<file path="src/logic/hfb_pkg.sv">
`default_nettype none
package hfb_pkg;

    // ------------------------------------------------------------
    // Register addresses on the controller memory bus
    // ------------------------------------------------------------
    localparam logic [15:0] HFB_ADDR_RX_BIT_COUNT = 16'hdc00;
    localparam logic [15:0] HFB_ADDR_RX_BUF_QUEUE = 16'hdc01;
    localparam logic [15:0] HFB_ADDR_TX_BIT_COUNT = 16'hdc02;
    localparam logic [15:0] HFB_ADDR_TX_QUEUE_BUF = 16'hdc03;
    localparam logic [15:0] HFB_ADDR_CTRL_STATUS = 16'hdc04;
    localparam logic [15:0] HFB_ADDR_ZD_DATA = 16'hdc08;
    localparam logic [15:0] HFB_ADDR_ZD_STATUS = 16'hdc09;
    localparam logic [15:0] HFB_ADDR_CHECK_LOW = 16'hdc0a;
    localparam logic [15:0] HFB_ADDR_CHECK_HIGH = 16'hdc0b;

    // ------------------------------------------------------------
    // Field positions
    // ------------------------------------------------------------
    localparam int HFB_CS_TX_READY = 0;
    localparam int HFB_CS_RX_LOADED = 1;
    localparam int HFB_CS_THR_SEL = 2;
    localparam int HFB_CS_TX_LEVEL = 3;
    localparam int HFB_CS_TX_LOADED = 4;
    localparam int HFB_CS_RX_EMPTY = 5;
    localparam int HFB_CS_RESET = 6;
    localparam int HFB_ZD_READY = 0;
    localparam int HFB_ZD_FRAME_END = 1;
    localparam int HFB_ZD_CHECK_OK = 2;
    localparam int HFB_ZD_IN_EMPTY = 3;
    localparam int HFB_ZD_SOFT_RESET = 7;

    // ------------------------------------------------------------
    // Sizes, patterns, reset values
    // ------------------------------------------------------------
    localparam int HFB_QUEUE_DEPTH = 21;
    localparam int HFB_BITBUF_BYTES = 16;
    localparam logic [7:0] HFB_BITBUF_BITS = 8'd128;
    localparam logic [4:0] HFB_BITBUF_LAST = 5'd16;
    localparam logic [7:0] HFB_FLAG = 8'h7e;
    localparam logic [2:0] HFB_STUFF_RUN = 3'd5;
    localparam logic [2:0] HFB_FLAG_RUN = 3'd6;
    localparam logic [4:0] HFB_THR_LOW = 5'd11;
    localparam logic [4:0] HFB_THR_HIGH = 5'd16;
    localparam logic [15:0] HFB_CRC_INIT = 16'hffff;
    localparam logic [15:0] HFB_CRC_POLY = 16'h8408;
    localparam logic [15:0] HFB_CRC_GOOD = 16'hf0b8;
    localparam logic [7:0] HFB_RDATA_RESET = 8'h00;

    // ------------------------------------------------------------
    // Types
    // ------------------------------------------------------------
    typedef struct packed {
        logic [15:0] addr;
        logic [7:0] wdata;
        logic wr;
        logic rd;
    } hfb_bus_req_s;

    typedef enum logic [1:0] {
        HFB_TX_IDLE = 2'b00,
        HFB_TX_SEND = 2'b01
    } hfb_tx_state_e;

endpackage
`default_nettype wire

</file>
<file path="src/logic/hfb_engine.sv">
`timescale 1ns/1ps
`default_nettype none

// ------------------------------------------------------------
// Byte queue in flip-flops
// ------------------------------------------------------------
module hfb_fifo #(
    parameter int W = 8,
    parameter int DEPTH = 21,
    parameter int LW = $clog2(DEPTH + 1),
    parameter int AW = $clog2(DEPTH)
) (
    input wire logic clk_sys,
    input wire logic rst_b,
    input wire logic clr,
    input wire logic in_valid,
    input wire logic [W-1:0] in_data,
    output logic in_ready,
    output logic out_valid,
    output logic [W-1:0] out_data,
    input wire logic out_ready,
    output logic [LW-1:0] level
);
    logic [W-1:0] mem_q [DEPTH];
    logic [AW-1:0] wr_idx_q;
    logic [AW-1:0] rd_idx_q;
    logic [LW-1:0] cnt_q;
    logic push;
    logic pop;

    // Handshakes on both sides
    assign in_ready = cnt_q != LW'(DEPTH);
    assign out_valid = cnt_q != '0;
    assign out_data = mem_q[rd_idx_q];
    assign level = cnt_q;
    assign push = in_valid && in_ready;
    assign pop = out_valid && out_ready;

    // Storage, no reset needed for the data words
    always_ff @(posedge clk_sys) begin
        if (push) begin
            mem_q[wr_idx_q] <= in_data;
        end
    end

    // Pointers and fill count
    always_ff @(posedge clk_sys or negedge rst_b) begin
        if (!rst_b) begin
            wr_idx_q <= '0;
            rd_idx_q <= '0;
            cnt_q <= '0;
        end else if (clr) begin
            wr_idx_q <= '0;
            rd_idx_q <= '0;
            cnt_q <= '0;
        end else begin
            if (push) begin
                wr_idx_q <= (wr_idx_q == AW'(DEPTH - 1)) ? '0 : wr_idx_q + 1'b1;
            end
            if (pop) begin
                rd_idx_q <= (rd_idx_q == AW'(DEPTH - 1)) ? '0 : rd_idx_q + 1'b1;
            end
            if (push && !pop) begin
                cnt_q <= cnt_q + 1'b1;
            end else if (pop && !push) begin
                cnt_q <= cnt_q - 1'b1;
            end
        end
    end
endmodule

// ------------------------------------------------------------
// Flag and bit-stuffing engine
// ------------------------------------------------------------
module hfb_engine (
    input wire logic clk_sys,
    input wire logic rst_b,
    input wire hfb_pkg::hfb_bus_req_s bus_req,
    output logic [7:0] bus_rdata
);
    import hfb_pkg::*;

    // One bit of frame check per loop pass, reflected polynomial
    function automatic logic [15:0] hfb_crc_byte(input logic [15:0] c, input logic [7:0] d);
        logic [15:0] r;
        r = c;
        for (int i = 0; i < 8; i++) begin
            r = (r[0] ^ d[i]) ? ((r >> 1) ^ HFB_CRC_POLY) : (r >> 1);
        end
        return r;
    endfunction

    // ------------------------------------------------------------
    // Decode and control bits
    // ------------------------------------------------------------
    logic wr_rx_count, wr_rx_buf, wr_tx_count, wr_tx_queue, wr_cs, wr_zd_in, wr_zd_stat;
    logic rd_rx_queue, rd_tx_buf, rd_zd_out;
    logic cs_rx_loaded_q, cs_thr_sel_q, cs_reset_q;
    logic zd_srst;

    assign wr_rx_count = bus_req.wr && bus_req.addr == HFB_ADDR_RX_BIT_COUNT;
    assign wr_rx_buf = bus_req.wr && bus_req.addr == HFB_ADDR_RX_BUF_QUEUE;
    assign wr_tx_count = bus_req.wr && bus_req.addr == HFB_ADDR_TX_BIT_COUNT;
    assign wr_tx_queue = bus_req.wr && bus_req.addr == HFB_ADDR_TX_QUEUE_BUF;
    assign wr_cs = bus_req.wr && bus_req.addr == HFB_ADDR_CTRL_STATUS;
    assign wr_zd_in = bus_req.wr && bus_req.addr == HFB_ADDR_ZD_DATA;
    assign wr_zd_stat = bus_req.wr && bus_req.addr == HFB_ADDR_ZD_STATUS;
    assign rd_rx_queue = bus_req.rd && bus_req.addr == HFB_ADDR_RX_BUF_QUEUE;
    assign rd_tx_buf = bus_req.rd && bus_req.addr == HFB_ADDR_TX_QUEUE_BUF;
    assign rd_zd_out = bus_req.rd && bus_req.addr == HFB_ADDR_ZD_DATA;
    assign zd_srst = wr_zd_stat && bus_req.wdata[HFB_ZD_SOFT_RESET];

    logic rx_done;

    // Control bits; the device clear of rx loaded loses to a software set
    always_ff @(posedge clk_sys or negedge rst_b) begin
        if (!rst_b) begin
            cs_rx_loaded_q <= 1'b0;
            cs_thr_sel_q <= 1'b0;
            cs_reset_q <= 1'b0;
        end else if (wr_cs) begin
            cs_rx_loaded_q <= bus_req.wdata[HFB_CS_RX_LOADED];
            cs_thr_sel_q <= bus_req.wdata[HFB_CS_THR_SEL];
            cs_reset_q <= bus_req.wdata[HFB_CS_RESET];
        end else if (rx_done) begin
            cs_rx_loaded_q <= 1'b0;
        end
    end

    // ------------------------------------------------------------
    // Receive bit buffer and deframer
    // ------------------------------------------------------------
    logic [7:0] rx_buf_q [HFB_BITBUF_BYTES];
    logic [4:0] rx_wptr_q;
    logic [7:0] rx_rptr_q;
    logic [7:0] rx_left_q;
    logic [7:0] rx_sr_q;
    logic [2:0] rx_cnt_q;
    logic rx_sync_q;
    logic rx_step, rx_bit, rx_is_flag, rxq_push, rxq_ready, rxq_valid;
    logic [7:0] rx_sr_n, rxq_data;
    logic [4:0] rxq_level;

    // Stall on a full queue so no byte is ever dropped
    assign rx_step = rx_left_q != '0 && rxq_ready;
    assign rx_bit = rx_buf_q[rx_rptr_q[6:3]][rx_rptr_q[2:0]];
    assign rx_sr_n = {rx_bit, rx_sr_q[7:1]};
    assign rx_is_flag = rx_sr_n == HFB_FLAG;
    assign rxq_push = rx_step && !rx_is_flag && rx_sync_q && rx_cnt_q == 3'd7;
    assign rx_done = rx_step && rx_left_q == 8'd1;

    // Raw bytes from the controller
    always_ff @(posedge clk_sys) begin
        if (wr_rx_buf && rx_wptr_q != HFB_BITBUF_LAST) begin
            rx_buf_q[rx_wptr_q[3:0]] <= bus_req.wdata;
        end
    end

    // Bit walk; a flag re-aligns byte boundaries
    always_ff @(posedge clk_sys or negedge rst_b) begin
        if (!rst_b) begin
            rx_wptr_q <= '0;
            rx_rptr_q <= '0;
            rx_left_q <= '0;
            rx_sr_q <= '0;
            rx_cnt_q <= '0;
            rx_sync_q <= 1'b0;
        end else if (cs_reset_q) begin
            rx_wptr_q <= '0;
            rx_rptr_q <= '0;
            rx_left_q <= '0;
            rx_sr_q <= '0;
            rx_cnt_q <= '0;
            rx_sync_q <= 1'b0;
        end else begin
            if (wr_rx_buf && rx_wptr_q != HFB_BITBUF_LAST) begin
                rx_wptr_q <= rx_wptr_q + 1'b1;
            end else if (rx_done) begin
                rx_wptr_q <= '0;
            end
            if (wr_rx_count) begin
                rx_left_q <= (bus_req.wdata > HFB_BITBUF_BITS) ? HFB_BITBUF_BITS : bus_req.wdata;
                rx_rptr_q <= '0;
            end else if (rx_step) begin
                rx_left_q <= rx_left_q - 1'b1;
                rx_rptr_q <= rx_rptr_q + 1'b1;
                rx_sr_q <= rx_sr_n;
                if (rx_is_flag) begin
                    rx_cnt_q <= '0;
                    rx_sync_q <= 1'b1;
                end else begin
                    rx_cnt_q <= rx_cnt_q + 1'b1;
                end
            end
        end
    end

    hfb_fifo #(.W(8), .DEPTH(HFB_QUEUE_DEPTH)) u_rx_queue (
        .clk_sys(clk_sys),
        .rst_b(rst_b),
        .clr(cs_reset_q),
        .in_valid(rxq_push),
        .in_data(rx_sr_n),
        .in_ready(rxq_ready),
        .out_valid(rxq_valid),
        .out_data(rxq_data),
        .out_ready(rd_rx_queue),
        .level(rxq_level)
    );

    // ------------------------------------------------------------
    // Transmit framer and bit buffer
    // ------------------------------------------------------------
    hfb_tx_state_e tx_state_q;
    logic [7:0] tx_byte_q;
    logic [2:0] tx_bidx_q;
    logic [2:0] tx_ones_q;
    logic tx_data_mode_q;
    logic [7:0] tx_left_q;
    logic [7:0] tx_bptr_q;
    logic [7:0] tx_buf_q [HFB_BITBUF_BYTES];
    logic [4:0] tx_rd_q;
    logic tx_loaded_q, tx_ready_q;
    logic txq_ready, txq_valid, txq_pop, tx_emit, tx_stuff, tx_bit, tx_flag_load;
    logic [7:0] txq_data;
    logic [4:0] txq_level, tx_thr;

    assign tx_thr = cs_thr_sel_q ? HFB_THR_HIGH : HFB_THR_LOW;
    // Bit buffer full stalls the framer; counts above its size are clipped
    assign tx_emit = tx_state_q == HFB_TX_SEND && tx_left_q != '0 && !tx_bptr_q[7];
    assign tx_stuff = tx_data_mode_q && tx_ones_q == HFB_STUFF_RUN;
    assign tx_bit = tx_stuff ? 1'b0 : tx_byte_q[tx_bidx_q];
    assign txq_pop = tx_state_q == HFB_TX_IDLE && tx_left_q != '0 && txq_valid;
    assign tx_flag_load = tx_state_q == HFB_TX_IDLE && tx_left_q != '0 && !txq_valid;

    hfb_fifo #(.W(8), .DEPTH(HFB_QUEUE_DEPTH)) u_tx_queue (
        .clk_sys(clk_sys),
        .rst_b(rst_b),
        .clr(cs_reset_q),
        .in_valid(wr_tx_queue),
        .in_data(bus_req.wdata),
        .in_ready(txq_ready),
        .out_valid(txq_valid),
        .out_data(txq_data),
        .out_ready(txq_pop),
        .level(txq_level)
    );

    // Framed bits into the buffer, lsb first
    always_ff @(posedge clk_sys) begin
        if (tx_emit) begin
            tx_buf_q[tx_bptr_q[6:3]][tx_bptr_q[2:0]] <= tx_bit;
        end
    end

    // Framer state: fetch a byte or a flag, then shift it out
    always_ff @(posedge clk_sys or negedge rst_b) begin
        if (!rst_b) begin
            tx_state_q <= HFB_TX_IDLE;
            tx_byte_q <= '0;
            tx_bidx_q <= '0;
            tx_ones_q <= '0;
            tx_data_mode_q <= 1'b0;
        end else if (cs_reset_q) begin
            tx_state_q <= HFB_TX_IDLE;
            tx_byte_q <= '0;
            tx_bidx_q <= '0;
            tx_ones_q <= '0;
            tx_data_mode_q <= 1'b0;
        end else begin
            case (tx_state_q)
                HFB_TX_IDLE: begin
                    if (txq_pop) begin
                        tx_byte_q <= txq_data;
                        tx_data_mode_q <= 1'b1;
                        tx_bidx_q <= '0;
                        tx_state_q <= HFB_TX_SEND;
                    end else if (tx_flag_load) begin
                        tx_byte_q <= HFB_FLAG;
                        tx_data_mode_q <= 1'b0;
                        tx_bidx_q <= '0;
                        tx_state_q <= HFB_TX_SEND;
                    end
                end
                HFB_TX_SEND: begin
                    if (tx_emit) begin
                        if (tx_stuff || !tx_data_mode_q) begin
                            tx_ones_q <= '0;
                        end else begin
                            tx_ones_q <= tx_bit ? tx_ones_q + 1'b1 : 3'd0;
                        end
                        if (!tx_stuff) begin
                            tx_bidx_q <= tx_bidx_q + 1'b1;
                            if (tx_bidx_q == 3'd7) begin
                                tx_state_q <= HFB_TX_IDLE;
                            end
                        end
                    end
                end
                default: begin
                    tx_state_q <= HFB_TX_IDLE;
                end
            endcase
        end
    end

    // Bit count, buffer pointers and loaded flag
    always_ff @(posedge clk_sys or negedge rst_b) begin
        if (!rst_b) begin
            tx_left_q <= '0;
            tx_bptr_q <= '0;
            tx_rd_q <= '0;
            tx_loaded_q <= 1'b0;
        end else if (cs_reset_q) begin
            tx_left_q <= '0;
            tx_bptr_q <= '0;
            tx_rd_q <= '0;
            tx_loaded_q <= 1'b0;
        end else if (wr_tx_count) begin
            tx_left_q <= (bus_req.wdata > HFB_BITBUF_BITS) ? HFB_BITBUF_BITS : bus_req.wdata;
            tx_bptr_q <= '0;
            tx_rd_q <= '0;
            tx_loaded_q <= bus_req.wdata == '0;
        end else begin
            if (tx_emit) begin
                tx_left_q <= tx_left_q - 1'b1;
                tx_bptr_q <= tx_bptr_q + 1'b1;
                if (tx_left_q == 8'd1) begin
                    tx_loaded_q <= 1'b1;
                end
            end
            if (rd_tx_buf && tx_rd_q != HFB_BITBUF_LAST) begin
                tx_rd_q <= tx_rd_q + 1'b1;
            end
        end
    end

    // Ready stays high from threshold until drained and a flag goes out
    always_ff @(posedge clk_sys or negedge rst_b) begin
        if (!rst_b) begin
            tx_ready_q <= 1'b0;
        end else if (cs_reset_q) begin
            tx_ready_q <= 1'b0;
        end else if (txq_level >= tx_thr) begin
            tx_ready_q <= 1'b1;
        end else if (tx_flag_load) begin
            tx_ready_q <= 1'b0;
        end
    end

    // ------------------------------------------------------------
    // Zero-deletion helper
    // ------------------------------------------------------------
    logic [7:0] zd_in_q, zd_acc_q, zd_out_q;
    logic [2:0] zd_bidx_q, zd_ones_q, zd_acc_cnt_q;
    logic zd_full_q, zd_ready_q, zd_end_q, zd_ok_q;
    logic [15:0] zd_crc_q;
    logic zd_step, zd_bit, zd_commit;
    logic [7:0] zd_acc_n;

    // A finished byte waits while the previous one is unread
    assign zd_step = zd_full_q && !(zd_ready_q && zd_acc_cnt_q == 3'd7);
    assign zd_bit = zd_in_q[zd_bidx_q];
    assign zd_acc_n = {zd_bit, zd_acc_q[7:1]};
    assign zd_commit = zd_step && zd_ones_q < HFB_STUFF_RUN && zd_acc_cnt_q == 3'd7;

    // Input side and bit walk
    always_ff @(posedge clk_sys or negedge rst_b) begin
        if (!rst_b) begin
            zd_in_q <= '0;
            zd_full_q <= 1'b0;
            zd_bidx_q <= '0;
            zd_ones_q <= '0;
            zd_acc_q <= '0;
            zd_acc_cnt_q <= '0;
        end else if (zd_srst) begin
            zd_full_q <= 1'b0;
            zd_bidx_q <= '0;
            zd_ones_q <= '0;
            zd_acc_cnt_q <= '0;
        end else if (wr_zd_in) begin
            zd_in_q <= bus_req.wdata;
            zd_full_q <= 1'b1;
            zd_bidx_q <= '0;
        end else if (zd_step) begin
            zd_bidx_q <= zd_bidx_q + 1'b1;
            zd_full_q <= zd_bidx_q != 3'd7;
            if (zd_ones_q == HFB_STUFF_RUN) begin
                // Stuffed zero is dropped; a sixth one means flag or abort
                zd_ones_q <= zd_bit ? HFB_FLAG_RUN : 3'd0;
            end else if (zd_ones_q == HFB_FLAG_RUN) begin
                zd_ones_q <= zd_bit ? HFB_FLAG_RUN : 3'd0;
                zd_acc_cnt_q <= '0;
            end else begin
                zd_ones_q <= zd_bit ? zd_ones_q + 1'b1 : 3'd0;
                zd_acc_q <= zd_acc_n;
                zd_acc_cnt_q <= zd_acc_cnt_q + 1'b1;
            end
        end
    end

    // Output byte, flags and frame check
    always_ff @(posedge clk_sys or negedge rst_b) begin
        if (!rst_b) begin
            zd_out_q <= '0;
            zd_ready_q <= 1'b0;
            zd_end_q <= 1'b0;
            zd_ok_q <= 1'b0;
            zd_crc_q <= HFB_CRC_INIT;
        end else if (zd_srst) begin
            zd_ready_q <= 1'b0;
            zd_end_q <= 1'b0;
            zd_ok_q <= 1'b0;
            zd_crc_q <= HFB_CRC_INIT;
        end else begin
            if (zd_commit) begin
                zd_out_q <= zd_acc_n;
                zd_ready_q <= 1'b1;
                zd_crc_q <= hfb_crc_byte(zd_crc_q, zd_acc_n);
            end else if (rd_zd_out) begin
                zd_ready_q <= 1'b0;
            end
            // Only whole bytes feed the check; the first five ones of a flag feed it when they complete a byte
            if (zd_step && zd_ones_q == HFB_FLAG_RUN && !zd_bit && !wr_zd_in) begin
                zd_end_q <= 1'b1;
                zd_ok_q <= zd_crc_q == HFB_CRC_GOOD;
                zd_crc_q <= HFB_CRC_INIT;
            end
        end
    end

    // ------------------------------------------------------------
    // Read data
    // ------------------------------------------------------------
    logic [7:0] cs_status, zd_status;

    assign cs_status = {1'b0, cs_reset_q, !rxq_valid, tx_loaded_q,
                        txq_level <= tx_thr, cs_thr_sel_q, cs_rx_loaded_q, tx_ready_q};
    assign zd_status = {4'h0, !zd_full_q, zd_ok_q, zd_end_q, zd_ready_q};

    // Registered answer; unmapped or write-only addresses read zero
    always_ff @(posedge clk_sys or negedge rst_b) begin
        if (!rst_b) begin
            bus_rdata <= HFB_RDATA_RESET;
        end else if (bus_req.rd) begin
            case (bus_req.addr)
                HFB_ADDR_RX_BUF_QUEUE: bus_rdata <= rxq_valid ? rxq_data : 8'h00;
                HFB_ADDR_TX_QUEUE_BUF: bus_rdata <= tx_buf_q[tx_rd_q[3:0]];
                HFB_ADDR_CTRL_STATUS: bus_rdata <= cs_status;
                HFB_ADDR_ZD_DATA: bus_rdata <= zd_out_q;
                HFB_ADDR_ZD_STATUS: bus_rdata <= zd_status;
                HFB_ADDR_CHECK_LOW: bus_rdata <= zd_crc_q[7:0];
                HFB_ADDR_CHECK_HIGH: bus_rdata <= zd_crc_q[15:8];
                default: bus_rdata <= 8'h00;
            endcase
        end
    end
endmodule
`default_nettype wire

</file>
<file path="config.mk">
export PLATFORM = sky130hd
export DESIGN_NAME = hfb_engine
export DESIGN_NICKNAME = d
export VERILOG_FILES = /design/src/logic/hfb_pkg.sv /design/src/logic/hfb_engine.sv
export SDC_FILE = /design/constraint.sdc
export NUM_CORES = 1
export LEC_CHECK = 0
export BUFFER_PORTS_ARGS = -buffer_cell sky130_fd_sc_hd__buf_2
export CORE_ASPECT_RATIO = 1.75
export CORE_MARGIN = 5
export CORE_UTILIZATION = 50
export DETAILED_ROUTE_END_ITERATION = 7
export PLACE_DENSITY_LB_ADDON = 0.1
export SLEW_MARGIN = 20
export SYNTH_ARGS = -nofsm -noshare
export SYNTH_HDL_FRONTEND = slang
export SYNTH_SLANG_ARGS = --single-unit
</file>
<file path="constraint.sdc">
create_clock -name clk_sys -period 5.2 [get_ports clk_sys]
set_input_delay 1.3 -clock clk_sys [delete_from_list [all_inputs] [get_ports clk_sys]]
set_output_delay 1.3 -clock clk_sys [all_outputs]
set_load 0.01 [all_outputs]
</file>
== Word-level counts from Yosys, hierarchy flattened ==
Memory sizes are Yosys's and may differ from the RTL's.
Cells that the tools add are included.
W data, S select, Z words.
Word-level totals
  flip-flop bits (word level): 167
  memories: 4
  output and inout port bits: 8
  RAM bits: 592
  logic and storage cells: 361
  input port bits: 28
Memory list
  u_rx_queue.mem_q: depth 21, width 8, rd ports 1, clocked after Yosys merged registers in 0, write ports 1, line hfb_engine.sv:24  | logic [W-1:0] mem_q [DEPTH];
  u_tx_queue.mem_q: depth 21, width 8, rd ports 1, clocked after Yosys merged registers in 0, write ports 1, line hfb_engine.sv:24
  rx_buf_q: depth 16, width 8, rd ports 1, clocked after Yosys merged registers in 0, write ports 1, line hfb_engine.sv:133  | logic [7:0] rx_buf_q [HFB_BITBUF_BYTES];
  tx_buf_q: depth 16, width 8, rd ports 1, clocked after Yosys merged registers in 0, write ports 1, line hfb_engine.sv:221  | logic [7:0] tx_buf_q [HFB_BITBUF_BYTES];
Operators by class
  $lt $le $gt $ge: 9
  equal/unequal tests: 36
  reductions and logical operators: 97
  bitwise gates (word level): 20
  add/sub/neg operators: 20
  multiplexer cells: 138
Operators with widths (count)
  $mux W16: 11
  $mux W8: 22
  $eq A16 B16 Y1 const B: 10
  $mux W5: 25
  $mux W3: 29
  $pmux W8 S7: 1
  $add A5 B1 Y5 const B: 8
  $logic_and A1 B1 Y1: 40
  $reduce_bool A3 Y1: 13
  $mux W1: 38
  $not A2 Y3: 8
  $reduce_bool A2 Y1: 12
  $eq A5 B5 Y1 const B: 4
  $ne A5 B5 Y1 const B: 4
  $add A3 B1 Y3 const B: 6
  $eq A3 B3 Y1 const B: 6
  $add A8 B1 Y8 const B: 2
  $eq A8 B1 Y1 const B: 2
  $lt A3 B4 Y1 const B: 4
  $reduce_bool A8 Y1: 2
  $sub A8 B1 Y8 const B: 2
  $reduce_and A2 Y1: 7
  $logic_not A1 Y1: 13
  $mux W2: 6
  other kinds (26): 45

== Logic depth before layout (Yosys ltp) ==
  depth in word-level cells: 19
  depth in mapped cells: 19

== Cells and area by module ==
From an unflattened synthesis, not the netlist that was laid out.
Unflattened totals
  cell total of the unflattened synthesis: 2151
  area total of the unflattened synthesis: 32850.3 µm²
Modules (own cells, without submodules)
  hfb_engine: cells each 1335, sequential area each 11035.6 µm², area each 17774.5 µm², instances 1
  hfb_fifo at u_rx_queue: cells each 412, sequential area each 5420.2 µm², area each 7572.3 µm², instances 1
  hfb_fifo at u_tx_queue: cells each 404, sequential area each 5420.2 µm², area each 7503.4 µm², instances 1

== Worst setup path after synthesis ==
No wires, ideal clock.
  kind: flip-flop to flip-flop
  from: register tx_bidx_q[0]
  to: register tx_ones_q[2]
  cell stages (with the launch flop): 7
  slack: -0.437 ns
  clock period less this slack: 5.637 ns
  data required time: 5.136 ns
  setup time: 0.064 ns
  arrival: 5.573 ns
  path buffers: 0
  path through: dfrtp_1 mux4_2 mux2i_1 a31oi_1 nand4_1 nor4b_1 a21o_1
Between the ends
  longest elaborated chain between the ends: 8
Ends and longest elaborated chain
  start, declared: line hfb_engine.sv:216  | logic [2:0] tx_bidx_q;
  start signal, assigned: line hfb_engine.sv:293  | tx_bidx_q <= tx_bidx_q + 1'b1;
  $bmux W1 S3: line hfb_engine.sv:232  | assign tx_bit = tx_stuff ? 1'b0 : tx_byte_q[tx_bidx_q];
  $mux W1 (not written as such): line hfb_engine.sv:232
  $mux W1: line hfb_engine.sv:232
  net tx_bit: line hfb_engine.sv:224  | logic txq_ready, txq_valid, txq_pop, tx_emit, tx_stuff, tx_bit, tx_flag_load;
  $mux W3: line hfb_engine.sv:290  | tx_ones_q <= tx_bit ? tx_ones_q + 1'b1 : 3'd0;
  $mux W3: line hfb_engine.sv:287  | if (tx_stuff || !tx_data_mode_q) begin
  $mux W3: line hfb_engine.sv:286  | if (tx_emit) begin
  $mux W3: line hfb_engine.sv:271  | case (tx_state_q)
  $mux W3: line hfb_engine.sv:264  | end else if (cs_reset_q) begin
  end signal, assigned: line hfb_engine.sv:290
  end, declared: line hfb_engine.sv:217  | logic [2:0] tx_ones_q;
The timed path passes the listed nets, and every way through them passes these cells. The select of a mux whose other input is x is not followed.
A chain may end at the register's enable or synchronous reset.

== Final worst setup path ==
  from: register rx_rptr_q[4]
  to: register u_rx_queue.cnt_q[4] (netlist: u_rx_queue.level[4])
Between the ends
  longest elaborated chain between the ends: 12
  elaborated cells between the ends (all ways): 15
  those cells by class: eq/ne: 1; mux: 4; reduce/logical: 9; memory: 1
Ends and longest elaborated chain
  start, declared: line hfb_engine.sv:135  | logic [7:0] rx_rptr_q;
  start signal, assigned: line hfb_engine.sv:186  | rx_rptr_q <= rx_rptr_q + 1'b1;
  $mem_v2 Z16 W8 *
  $bmux W1 S3 *: line hfb_engine.sv:146  | assign rx_bit = rx_buf_q[rx_rptr_q[6:3]][rx_rptr_q[2:0]];
  $mux W1 (not written as such) *: line hfb_engine.sv:146
  $eq A8 B7 Y1 *: line hfb_engine.sv:148  | assign rx_is_flag = rx_sr_n == HFB_FLAG;
  $logic_not A1 Y1 *: line hfb_engine.sv:149  | assign rxq_push = rx_step && !rx_is_flag && rx_sync_q && rx_cnt_q == 3'd7;
  $logic_and A1 B1 Y1 * (3 in a row): line hfb_engine.sv:149
  $logic_and A1 B1 Y1 *: line hfb_engine.sv:36  | assign push = in_valid && in_ready;
  $logic_and A1 B1 Y1 or $logic_not A1 Y1 (tied branches): line hfb_engine.sv:63, hfb_engine.sv:65
  $mux W5 or $logic_and A1 B1 Y1 (tied branches): line hfb_engine.sv:63, hfb_engine.sv:65
  $mux W5 or $reduce_bool A3 Y1 (tied branches)
  end signal, assigned: line hfb_engine.sv:64  | cnt_q <= cnt_q + 1'b1;
  end signal, assigned: line hfb_engine.sv:66  | cnt_q <= cnt_q - 1'b1;
  end, declared: line hfb_engine.sv:27  | logic [LW-1:0] cnt_q;
Every way passes the cells marked *; elsewhere a longest branch is shown, timed or not. The select of a mux whose other input is x is not followed.

==> key figures <==
Status
  • Outcome: finished clean

Yosys
  • Synth unique cells: 71
  • Number of flops mapped to enable cells by yosys: 592
  • Synth Instances: 2,120
  • Syn Nets: 2,199
  • Synth warn: 0
  • Commonest register cell after synthesis: edfxtp_1
  • FFs w/ async S/R, synth: 21.6%
  • Mapped Area: 32,700 µm²
  • Synth Register Bits: 755
  • Sequential share of the synthesized area: 66.9%
  • Syn avg cell area: 15.4 µm²

Floorplan
  • Die Y: 348 µm
  • I/O pin cnt: 36
  • Die Wd: 203 µm
  • Die Area: 70,800 µm²
  • Starting density of the core: 50.2%
  • Placement Rows: 124
  • Core area: 65,200 µm²

Drt
  • Number of remaining DRC errors: 0
  • Routed via count: 18,200
  • Initial DRC Count: 1,171
  • Total wire length: 77.4 mm
  • Avg WL per Cell: 25.4 µm
  • Post-DRT Antenna Nets: 0
  • Vias per inst: 5.96
  • Drt first pass iters: 8

Timing
  • Period utilisation layout: 81.4%
  • Fmax achieved: 0.236 GHz
  • Clk_skew: 0.0249 ns
  • Setup TNS: 0 ns
  • Crit path time final: 4.23 ns
  • Final Setup Violations: 0
  • Slew Viols, Final: 0
  • Unrepaired setup endpoints after global routing: false
  • Tightest Pin Transition: 1.10 ns
  • Hold Violations, Final: 0
  • Slew margin rel.: 26.9%

Worst setup path
  • CP Class: flop to flop
  • Worst path arrival time: 4.75 ns
  • Worst-path fanout max: 24
  • CP Capture Type: flop
  • Crit path required time: 5.71 ns
  • Startpoint types: flop

Cells and area
  • Synth-to-Final Area Change: 10.8%
  • Design Area, Final: 36,200 µm²
  • Fin nets: 2,248
  • Proportion of layout cells with a drive suffix above 1: 19.4%
  • Final Util: 55.6%
  • Final cell count without fillers: 3,047

Power and ir drop
  • Pleak: 12.6 nW
  • Power per Cell Area: 389 nW/µm²
  • Peak supply drop: 0.395 mV

Global routing
  • Grt ovf: 0
  • Number of global-route vias before repair: 19,100
  • First-pass GRT wire length: 119 mm
  • Pin count of the biggest net entering global routing: 129
  • All-Layer GR Usage: 22.2%
  • Initial antenna violation count: 6

CTS
  • Clock insertion delay at the later pin of the skew report: 0.63 ns
  • CTS buffer count: 71
  • Clock root buffer: clkbuf_16
  • CTS Buffer Depth: 3
  • TritonCTS clock tree: done
  • Resized cells post-CTS: 0
  • Clk sinks: 755
  • Clock-pin slew on the worst setup and hold paths: 0.07 ns
  • H-tree levels: 3
  • Setup bufs post-CTS: 0
  • Hold Buf Count CTS: 0

Placement
  • Routability cong.: 0.880
  • Dpl cells: 2,915
  • DPL Wire Length: 51.9 mm
  • Placed cell area: 33,900 µm²
  • Port bufs: 35

Run
  • MaxCap Viol Count: 0

Hold path
  • Worst hold path type: flop to flop
-- per-layer routing --
metal / routed length (µm) / global-route usage [%] / vias up
li1: - / - / 8220
met1: 28800 / 26.1 / 9423
met2: 43700 / 42.1 / 399
met3: 2690 / 2.70 / 124
met4: 2190 / 6.90 / 0
met5: 0 / 0 / -
-- cells in the mapped netlist, types with 6 or more instances --
library cell    n  area, µm²
mux4_2        160       3600
inv_1          40        150
nor3_1         37        185
a31oi_1        17        106
buf_2           7       35.0
nor2_1        281       1050
nand4_1        14       87.6
dfstp_2        16        420
xor2_1         25        219
or3_1           6       37.5
nand3b_1        6       45.0
mux2i_1        46        460
and2_1         11       68.8
buf_1          11       41.3
clkbuf_1       94        353
nand2b_1       13       81.3
o211ai_1       18        135
dfrtp_1       147       3680
and3_1         31        194
mux4_1          8        210
nor2b_1        14       87.6
mux2_2         28        315
nand3_1        43        215
nor3b_1         7       52.6
a21oi_1        57        285
nand2_1       134        503
a22oi_1        10       75.1
o22ai_1        11       68.8
xnor2_1        34        298
a21o_1          7       52.6
edfxtp_1      592      17800
ha_1           49        613
o21ai_0        31        155
a211oi_1       20        150
nor4_1         11       68.8
-- power breakdown --
group	internal [W]	switching, W
Sequential	0.00695	0.000482
Clock	0.00290	0.00225
Combinational	0.000665	0.000830
-- kinds of logic after synthesis --
| logic type | count (synthesis) | synth area share [%] |
|---|---|---|
| flops | 755 | 66.9 |
| simple gates | 639 | 9.00 |
| mux | 246 | 14.2 |
| compound gates | 209 | 4.24 |
| buf+inv | 160 | 2.02 |
| xor+xnor | 60 | 1.65 |
| fa+ha+maj | 51 | 2.00 |
-- worst max-delay path, cell delays in order, from the launching register on --
cell and delay, ns:
dfrtp_1 1.06, mux4_2 0.40, mux2i_1 0.11, o311ai_0 0.58
a22oi_4 0.14, a31oi_2 0.19, nand2_1 0.19, fa_1 0.46
a21o_1 0.19, a21oi_1 0.19, a21oi_1 0.06, mux2i_1 0.18
mux2_1 0.34
-- sequential cells by signal, summed over array words and instances, names as in the netlist, 7 cells and up --
| name | cells |
|---|---|
| bus_rdata | 8 |
| rx_buf_q | 128 |
| rx_left_q | 8 |
| rx_rptr_q | 7 |
| rx_sr_q | 7 |
| tx_bptr_q | 8 |
| tx_buf_q | 128 |
| tx_byte_q | 8 |
| tx_left_q | 8 |
| u_rx_queue.mem_q | 168 |
| u_tx_queue.mem_q | 168 |
| zd_acc_q | 7 |
| zd_crc_q | 16 |
| zd_in_q | 8 |
| zd_out_q | 8 |
-- final timing paths --
kind | startpoint | end | slack [ns] | cells after the start
worst min-delay path | zd_acc_cnt_q[0] | zd_acc_cnt_q[0] | 0.49 | 1
worst max register to register | rx_rptr_q[4] | u_rx_queue.level[4] | 0.97 | 12
max in group asynchronous | rst_b | rx_rptr_q[3] | 3.46 | 2
worst min register to register | zd_acc_cnt_q[0] | zd_acc_cnt_q[0] | 0.49 | 1
min in group asynchronous | rst_b | tx_rd_q[1] | 0.68 | 1
worst max-delay path | rx_rptr_q[4] | u_rx_queue.level[4] | 0.97 | 12
-- cells in the final DEF (no fill, tap or decap), drive strengths merged, types with 6 or more instances in the layout --
cell / count
edfxtp: 592
a31oi: 18
o21ai: 31
nand4: 14
mux2i: 46
mux4: 168
clkbuf: 85
clkinv: 34
a22oi: 11
buf: 94
a21oi: 57
or3: 6
nand3: 43
nor3b: 7
a211oi: 20
nand2b: 13
and3: 31
nor2: 281
and2: 11
nor3: 37
o22ai: 11
nor2b: 14
inv: 45
xnor2: 34
nand2: 134
a21o: 7
xor2: 25
nand3b: 6
ha: 49
dfrtp: 147
dfstp: 16
nor4: 11
o211ai: 18
mux2: 32
-- stage by stage --
stage / worst slack, ns / hold WS [ns] / total power, W
after floorplan: 0.972 / 0.449 / 0.00844
after global placement: 0.805 / 0.469 / 0.00899
after detailed placement: 0.720 / 0.474 / 0.00907
after CTS: 1.00 / 0.488 / 0.0142
after global routing: 0.668 / 0.515 / 0.0146
final: 0.966 / 0.493 / 0.0141
-- layout make-up --
cell class                 instances  area [µm²]
sequential                       755       21900
tap                              819        1020
antenna                            3        7.51
multi-input combinational       1205       10200
clock buffer                      85        1920
inverter                          42         158
timing repair buffer              94         641
fill                            5191       28900
clock inverter                    44         362
(Power assumes the default switching activity.)
